<file path="src/hw/bridge_secondary_cfg_pkg.sv">
// Package: offsets, field positions, reset values and carriers for the secondary config registers
package bridge_secondary_cfg_pkg;

    // ------------------------------------------------------------------
    // Configuration dword and byte lanes
    // ------------------------------------------------------------------
    localparam logic [7:0]  SECONDARY_MASTER_LATENCY_OFFSET = 8'h1b;
    localparam logic [7:0]  IO_WINDOW_BOTTOM_OFFSET         = 8'h1c;
    localparam logic [7:0]  IO_WINDOW_TOP_OFFSET            = 8'h1d;
    localparam logic [7:0]  DOWNSTREAM_SIDE_STATUS_OFFSET   = 8'h1e;
    localparam logic [5:0]  LATENCY_DWORD_INDEX             = 6'h06;
    localparam logic [5:0]  WINDOW_DWORD_INDEX              = 6'h07;

    // ------------------------------------------------------------------
    // Field positions and fixed values
    // ------------------------------------------------------------------
    localparam int          LATENCY_LSB          = 24;
    localparam int          BOTTOM_NIBBLE_LSB    = 4;
    localparam int          TOP_NIBBLE_LSB       = 12;
    localparam int          STATUS_LSB           = 16;
    localparam logic [3:0]  IO_DECODE_32BIT      = 4'h1;
    localparam logic [11:0] IO_TOP_LOW_ONES      = 12'hfff;
    localparam logic [11:0] IO_BOTTOM_LOW_ZERO   = 12'h000;
    localparam logic [4:0]  STATUS_RSVD_LOW      = 5'h00;
    localparam logic        STATUS_66MHZ_CAPABLE = 1'b0;
    localparam logic        STATUS_RSVD_22       = 1'b0;
    localparam logic        STATUS_FAST_B2B      = 1'b1;
    localparam logic [1:0]  STATUS_DEVSEL_MEDIUM = 2'h1;

    // ------------------------------------------------------------------
    // Reset values
    // ------------------------------------------------------------------
    localparam logic [7:0]  LATENCY_RESET        = 8'h00;
    localparam logic [3:0]  NIBBLE_RESET         = 4'h0;
    localparam logic [7:0]  COUNT_RESET          = 8'h00;

    // Sticky error flags, bit order as in the status halfword (bits 24, 27..31)
    typedef struct packed {
        logic detected_parity;
        logic received_system_error;
        logic received_master_abort;
        logic received_target_abort;
        logic signalled_target_abort;
        logic data_parity;
    } error_flags_type;

    localparam error_flags_type FLAGS_RESET = '0;

    // Configuration access from the primary side, one dword at a time
    typedef struct packed {
        logic        write;
        logic        read;
        logic [5:0]  dword_index;
        logic [3:0]  byte_enable;
        logic [31:0] write_data;
    } config_access_type;

    // Secondary bus events, each a one-cycle pulse except secondary_master, which is held as a level
    typedef struct packed {
        logic secondary_master;
        logic parity_error_seen;
        logic parity_error_detected;
        logic system_error_sampled;
        logic master_abort_received;
        logic target_abort_received;
        logic target_abort_signalled;
    } secondary_events_type;

    // Latency timer control state
    typedef enum logic [1:0] {
        LAT_IDLE    = 2'b00,
        LAT_RUNNING = 2'b01,
        LAT_EXPIRED = 2'b11
    } latency_state_type;

endpackage

</file>
<file path="src/hw/bridge_secondary_cfg_regs.sv">
// Secondary latency timer, I/O window decode and secondary status registers of a PCI-to-PCI bridge
`timescale 1ns/10ps
module bridge_secondary_cfg_regs (
    input  wire logic                                          clk_i,
    input  wire logic                                          reset_n_i,
    input  wire bridge_secondary_cfg_pkg::config_access_type   cfg_access_i,
    output logic [31:0]                                        cfg_read_data_o,
    input  wire bridge_secondary_cfg_pkg::secondary_events_type sec_events_i,
    input  wire logic                                          parity_response_enable_i,
    input  wire logic                                          frame_start_i,
    input  wire logic                                          data_transfer_i,
    input  wire logic                                          grant_i,
    input  wire logic                                          write_invalidate_i,
    output logic                                               latency_end_o,
    input  wire logic [15:0]                                   io_bottom_upper_i,
    input  wire logic [15:0]                                   io_top_upper_i,
    input  wire logic [31:0]                                   io_address_i,
    output logic                                               io_forward_o
);
    import bridge_secondary_cfg_pkg::*;

    // ------------------------------------------------------------------
    // State
    // ------------------------------------------------------------------
    logic [7:0]        latency_reg;
    logic [7:0]        latency_next;
    logic [3:0]        bottom_nibble_reg;
    logic [3:0]        bottom_nibble_next;
    logic [3:0]        top_nibble_reg;
    logic [3:0]        top_nibble_next;
    error_flags_type   flags_reg;
    error_flags_type   flags_next;
    error_flags_type   flags_set;
    error_flags_type   flags_clear;
    logic [31:0]       read_data_reg;
    logic [31:0]       read_data_next;
    latency_state_type lat_state_reg;
    latency_state_type lat_state_next;
    logic [7:0]        count_reg;
    logic [7:0]        count_next;
    logic              data_seen_reg;
    logic              data_seen_next;
    logic              forward_reg;
    logic              forward_next;
    logic [31:0]       window_bottom;
    logic [31:0]       window_top;
    logic [31:0]       latency_dword;
    logic [31:0]       window_dword;
    logic [15:0]       status_half;
    logic              hit_latency;
    logic              hit_window;

    // ------------------------------------------------------------------
    // Read views
    // ------------------------------------------------------------------
    always_comb begin
        hit_latency = (cfg_access_i.dword_index == LATENCY_DWORD_INDEX);
        hit_window  = (cfg_access_i.dword_index == WINDOW_DWORD_INDEX);
        status_half = {flags_reg.detected_parity,
                       flags_reg.received_system_error,
                       flags_reg.received_master_abort,
                       flags_reg.received_target_abort,
                       flags_reg.signalled_target_abort,
                       STATUS_DEVSEL_MEDIUM,
                       flags_reg.data_parity,
                       STATUS_FAST_B2B,
                       STATUS_RSVD_22,
                       STATUS_66MHZ_CAPABLE,
                       STATUS_RSVD_LOW};
        latency_dword = {latency_reg, 24'h00_0000};
        window_dword  = {status_half,
                         top_nibble_reg, IO_DECODE_32BIT,
                         bottom_nibble_reg, IO_DECODE_32BIT};
    end

    // ------------------------------------------------------------------
    // Writable fields
    // ------------------------------------------------------------------
    always_comb begin
        latency_next       = latency_reg;
        bottom_nibble_next = bottom_nibble_reg;
        top_nibble_next    = top_nibble_reg;
        flags_clear        = '0;
        if (cfg_access_i.write && hit_latency && cfg_access_i.byte_enable[3]) begin
            latency_next = cfg_access_i.write_data[LATENCY_LSB +: 8];
        end
        if (cfg_access_i.write && hit_window) begin
            if (cfg_access_i.byte_enable[0]) begin
                bottom_nibble_next = cfg_access_i.write_data[BOTTOM_NIBBLE_LSB +: 4];
            end
            if (cfg_access_i.byte_enable[1]) begin
                top_nibble_next = cfg_access_i.write_data[TOP_NIBBLE_LSB +: 4];
            end
            if (cfg_access_i.byte_enable[3]) begin
                flags_clear.detected_parity        = cfg_access_i.write_data[31];
                flags_clear.received_system_error  = cfg_access_i.write_data[30];
                flags_clear.received_master_abort  = cfg_access_i.write_data[29];
                flags_clear.received_target_abort  = cfg_access_i.write_data[28];
                flags_clear.signalled_target_abort = cfg_access_i.write_data[27];
                flags_clear.data_parity            = cfg_access_i.write_data[24];
            end
        end
    end

    // ------------------------------------------------------------------
    // Sticky error flags; a new event beats a same-cycle clear
    // ------------------------------------------------------------------
    always_comb begin
        flags_set.data_parity            = sec_events_i.secondary_master
                                         && sec_events_i.parity_error_seen
                                         && parity_response_enable_i;
        flags_set.signalled_target_abort = sec_events_i.target_abort_signalled;
        flags_set.received_target_abort  = sec_events_i.target_abort_received;
        flags_set.received_master_abort  = sec_events_i.master_abort_received;
        flags_set.received_system_error  = sec_events_i.system_error_sampled;
        flags_set.detected_parity        = sec_events_i.parity_error_detected;
        flags_next = flags_set | (flags_reg & ~flags_clear);
    end

    // ------------------------------------------------------------------
    // Read data, registered one cycle after the request
    // ------------------------------------------------------------------
    always_comb begin
        read_data_next = read_data_reg;
        if (cfg_access_i.read) begin
            if (hit_latency) begin
                read_data_next = latency_dword;
            end else if (hit_window) begin
                read_data_next = window_dword;
            end else begin
                read_data_next = 32'h0000_0000;
            end
        end
    end

    // ------------------------------------------------------------------
    // Secondary latency timer
    // ------------------------------------------------------------------
    // The count only matters against grant: holding the bus past expiry is
    // legal while grant stays, so expiry alone never cuts a transfer short.
    always_comb begin
        lat_state_next = lat_state_reg;
        count_next     = count_reg;
        data_seen_next = data_seen_reg;
        latency_end_o  = 1'b0;
        case (lat_state_reg)
            LAT_IDLE: begin
                if (frame_start_i) begin
                    count_next     = latency_reg;
                    data_seen_next = 1'b0;
                    lat_state_next = (latency_reg == LATENCY_RESET) ? LAT_EXPIRED : LAT_RUNNING;
                end
            end
            LAT_RUNNING: begin
                count_next = count_reg - 8'h01;
                if (count_reg == 8'h01) begin
                    lat_state_next = LAT_EXPIRED;
                end
                if (!sec_events_i.secondary_master) begin
                    lat_state_next = LAT_IDLE;
                end
            end
            LAT_EXPIRED: begin
                if (data_transfer_i) begin
                    data_seen_next = 1'b1;
                end
                latency_end_o = !grant_i && !write_invalidate_i
                              && (data_transfer_i || data_seen_reg);
                if (!sec_events_i.secondary_master) begin
                    lat_state_next = LAT_IDLE;
                end
            end
            default: begin
                lat_state_next = LAT_IDLE;
            end
        endcase
        if (frame_start_i && lat_state_reg != LAT_IDLE) begin
            count_next     = latency_reg;
            data_seen_next = 1'b0;
            lat_state_next = (latency_reg == LATENCY_RESET) ? LAT_EXPIRED : LAT_RUNNING;
        end
    end

    // ------------------------------------------------------------------
    // I/O window decode
    // ------------------------------------------------------------------
    always_comb begin
        window_bottom = {io_bottom_upper_i, bottom_nibble_reg, IO_BOTTOM_LOW_ZERO};
        window_top    = {io_top_upper_i, top_nibble_reg, IO_TOP_LOW_ONES};
        forward_next  = (io_address_i >= window_bottom)
                     && (io_address_i <= window_top);
    end

    // ------------------------------------------------------------------
    // Registers
    // ------------------------------------------------------------------
    always_ff @(posedge clk_i or negedge reset_n_i) begin
        if (!reset_n_i) begin
            latency_reg       <= LATENCY_RESET;
            bottom_nibble_reg <= NIBBLE_RESET;
            top_nibble_reg    <= NIBBLE_RESET;
            flags_reg         <= FLAGS_RESET;
            read_data_reg     <= 32'h0000_0000;
            lat_state_reg     <= LAT_IDLE;
            count_reg         <= COUNT_RESET;
            data_seen_reg     <= 1'b0;
            forward_reg       <= 1'b0;
        end else begin
            latency_reg       <= latency_next;
            bottom_nibble_reg <= bottom_nibble_next;
            top_nibble_reg    <= top_nibble_next;
            flags_reg         <= flags_next;
            read_data_reg     <= read_data_next;
            lat_state_reg     <= lat_state_next;
            count_reg         <= count_next;
            data_seen_reg     <= data_seen_next;
            forward_reg       <= forward_next;
        end
    end

    assign cfg_read_data_o = read_data_reg;
    assign io_forward_o    = forward_reg;

endmodule

</file>
<file path="config.mk">
export PLATFORM = sky130hd
export DESIGN_NAME = bridge_secondary_cfg_regs
export DESIGN_NICKNAME = d
export VERILOG_FILES = /design/src/hw/bridge_secondary_cfg_pkg.sv /design/src/hw/bridge_secondary_cfg_regs.sv
export SDC_FILE = /design/constraint.sdc
export NUM_CORES = 1
export LEC_CHECK = 0
export BUFFER_PORTS_ARGS = -buffer_cell sky130_fd_sc_hd__buf_2
export CAP_MARGIN = 20
export CORE_ASPECT_RATIO = 0.75
export CORE_MARGIN = 8
export CORE_UTILIZATION = 47
export CTS_CLUSTER_DIAMETER = 60
export DETAILED_ROUTE_END_ITERATION = 8
export PLACE_DENSITY = 0.79
export SLEW_MARGIN = 20
export SYNTH_ARGS = -nofsm -noshare
export SYNTH_HDL_FRONTEND = slang
export SYNTH_SLANG_ARGS = --single-unit
export TNS_END_PERCENT = 100
</file>
<file path="constraint.sdc">
create_clock -name clk_i -period 3.5 [get_ports clk_i]
set_input_delay 0.35 -clock clk_i [delete_from_list [all_inputs] [get_ports clk_i]]
set_output_delay 0.35 -clock clk_i [all_outputs]
set_load 0.02 [all_outputs]
</file>
==> impl_metrics.env <==
export IMPL_status="completed"
export IMPL_via_per_inst=5.25
export IMPL_std_cell_rows=27
export IMPL_drc=0
export IMPL_drt_iter0_drc=173
export IMPL_ir_drop_mv=0.275
export IMPL_vias=3174
export IMPL_cts_root_buf="clkbuf_8"
export IMPL_tightest_slew_ps=631
export IMPL_grt_use_total_pct=17.6
export IMPL_cts_setup_buffers=0
export IMPL_insertion_delay_ps=300
export IMPL_synth_seq_cells=51
export IMPL_clock_path_buffers=2
export IMPL_power_density_mw_per_mm2=403
export IMPL_cap_violations=0
export IMPL_antenna_found_initial=0
export IMPL_synth_seq_area_share_pct=35.9
export IMPL_antenna_left=0
export IMPL_grt_overflow_total=0
export IMPL_final_nets=670
export IMPL_clock_fmax_ghz=0.508
export IMPL_place_gp_congestion=0.886
export IMPL_rsz0062_at_grt="no"
export IMPL_wl_per_cell_um=15.5
export IMPL_fin_total_pwr_mw=1.73
export IMPL_critPathArrivalTime_ps=2190
export IMPL_syn2layout_area_growth_pct=20.8
export IMPL_synth_warnings=0
export IMPL_num_io_pins=156
export IMPL_clk_pin_slew_ps=90
export IMPL_drive_gt1_share_pct=31.7
export IMPL_numCtsBuffers=5
export IMPL_worstPathRequired_ps=3720
export IMPL_die_x_um=116
export IMPL_place_area_sq_mm=0.00420
export IMPL_coreArea_sq_mm=0.00733
export IMPL_synth_cell_types=48
export IMPL_antennaDiodeCount=0
export IMPL_cts_sinks=51
export IMPL_worstSetupPathType="reg -> reg"
export IMPL_slew_viol_final=0
export IMPL_synth_ff_type="dfrtp_1"
export IMPL_period_share_pct=56.2
export IMPL_die_h_um=91.3
export IMPL_htreeDepth=2
export IMPL_hold_path_class="in -> async"
export IMPL_synthCells=381
export IMPL_avgSynthCellArea_sq_um=9.33
export IMPL_layout_min_cycle_time_ps=1970
export IMPL_grt_start_max_net_pins=30
export IMPL_ys_async_sr_fraction_pct=100
export IMPL_final_core_util_pct=58.6
export IMPL_fill_cells=656
export IMPL_tns_ps=0
export IMPL_netlist_area_sq_mm=0.00355
export IMPL_synth_edf_count=0
export IMPL_p_leak_nw=2.33
export IMPL_pre_cts_ws_ps=1280
export IMPL_setup_slack_ps=1530
export IMPL_port_buffers=125
export IMPL_crit_fanout=12
export IMPL_fin_area_sq_mm=0.00429
export IMPL_largest_reg_flops=17
export IMPL_grt_pass1_vias=3316
export IMPL_r2r_cells=7
export IMPL_hpwlAfterDp_um=7900
export IMPL_initial_core_util_pct=48.5
export IMPL_finalClockSkew_ps=7.98
export IMPL_cts_resized_gates=0
export IMPL_die_area_sq_mm=0.0106
export IMPL_cts_tree="done"
export IMPL_start_kind="flop"
export IMPL_ctsHoldBuffers=0
export IMPL_grt_pass1_wl_um=15200
export IMPL_setup_violations_final=0
export IMPL_hold_viol=0
export IMPL_wirelength_um=9400
export IMPL_slew_headroom_pct=57.9
export IMPL_crit_path_end_kind="flop"
export IMPL_drtPass1Iterations=4
path summary, 6_finish.rpt:
kind                             startpoint             endpoint  slack (ps)
min                               reset_n_i  cfg_read_data_o[25]           7
min in group clk_i          sec_events_i[1]         flags_reg[2]         220
max reg2reg                lat_state_reg[1]         count_reg[6]        1530
max in group asynchronous         reset_n_i         count_reg[3]        2720
min reg2reg                    flags_reg[1]         flags_reg[1]         490
max                        lat_state_reg[1]         count_reg[6]        1530
through the flow:
stage | hold WS [ps] | instances
floorplan | 54.4 | 393
CTS | 24.8 | 604
global placement | 352 | 596
finish | 6.81 | 605
detailed placement | 354 | 596
global route | 44.7 | 605
power breakdown:
part | switching [mW] | internal [mW] | total [mW]
logic | 0.380 | 0.289 | 0.669
registers | 0.0763 | 0.662 | 0.738
clock network | 0.183 | 0.141 | 0.323
synthesized netlist by cell type (3+ instances only):
cell,instances,area (sq um)
buf_4,16,120
a21o_1,6,45.0
inv_1,52,195
a211oi_1,4,30.0
nand2_1,25,93.8
nor3_1,6,30.0
nand3_1,3,15.0
mux2i_1,7,70.1
o21ai_0,17,85.1
ha_1,45,563
nor2_1,21,78.8
a22o_1,14,123
buf_2,6,30.0
clkbuf_1,3,11.3
mux2_2,16,180
a21oi_1,29,145
a311oi_1,3,26.3
nor4_1,7,43.8
nor4b_1,4,35.0
dfrtp_1,51,1280
and3_1,3,18.8
nand4_1,9,56.3
worst max-delay path, cell delays in order (launching register included):
cell       delay, ps
dfrtp_1          410
inv_1            100
ha_1             320
inv_1            130
a21oi_1          370
clkbuf_4         300
o21bai_1         130
o2bb2ai_1        120
cell usage in the layout, fill, tap and decap left out, types with 6 or more instances in the layout:
cell,count
a21o_1,6
nor4_1,7
a22o_1,14
a21oi_1,29
inv_1,52
o21ai_0,17
nor2_1,21
buf_2,125
mux2_2,16
dfrtp_1,51
nand4_1,9
ha_1,45
conb_1,13
mux2i_1,7
nor3_1,6
nand2_1,25
area by class of cell:
class | instances | area (sq um) | area share (%)
Sequential cell | 51 | 1280 | 29.7
Multi-Input combinational cell | 264 | 1960 | 45.7
Clock buffer | 7 | 76.3 | 1.78
Tap cell | 101 | 126 | 2.94
Clock inverter | 1 | 5.00 | 0.117
Inverter | 53 | 199 | 4.63
Timing Repair Buffer | 128 | 648 | 15.1
metal layers:
metal	routed length, um	GRT usage, %	up-vias
met5	0	0	-
met4	218	6.24	0
met3	658	4.23	21
met2	4380	28.2	105
met1	4140	22.4	1484
li1	-	-	1564
cell families (layout without fill, tap and decap cells):
kind of cell / count (synthesis) / count (layout) / share of synthesized area [%]
AO/OA/AOI/OAI: 91 / 91 / 16.9
other: 1 / 13 / 0.106
AND/OR/NAND/NOR: 92 / 92 / 14.0
multiplexers: 23 / 23 / 7.04
flip-flops: 51 / 51 / 35.9
adder cells (fa/ha/maj): 45 / 45 / 15.8
buffers and inverters: 78 / 189 / 10.1
Note: power is estimated with default switching activity, not from simulation.
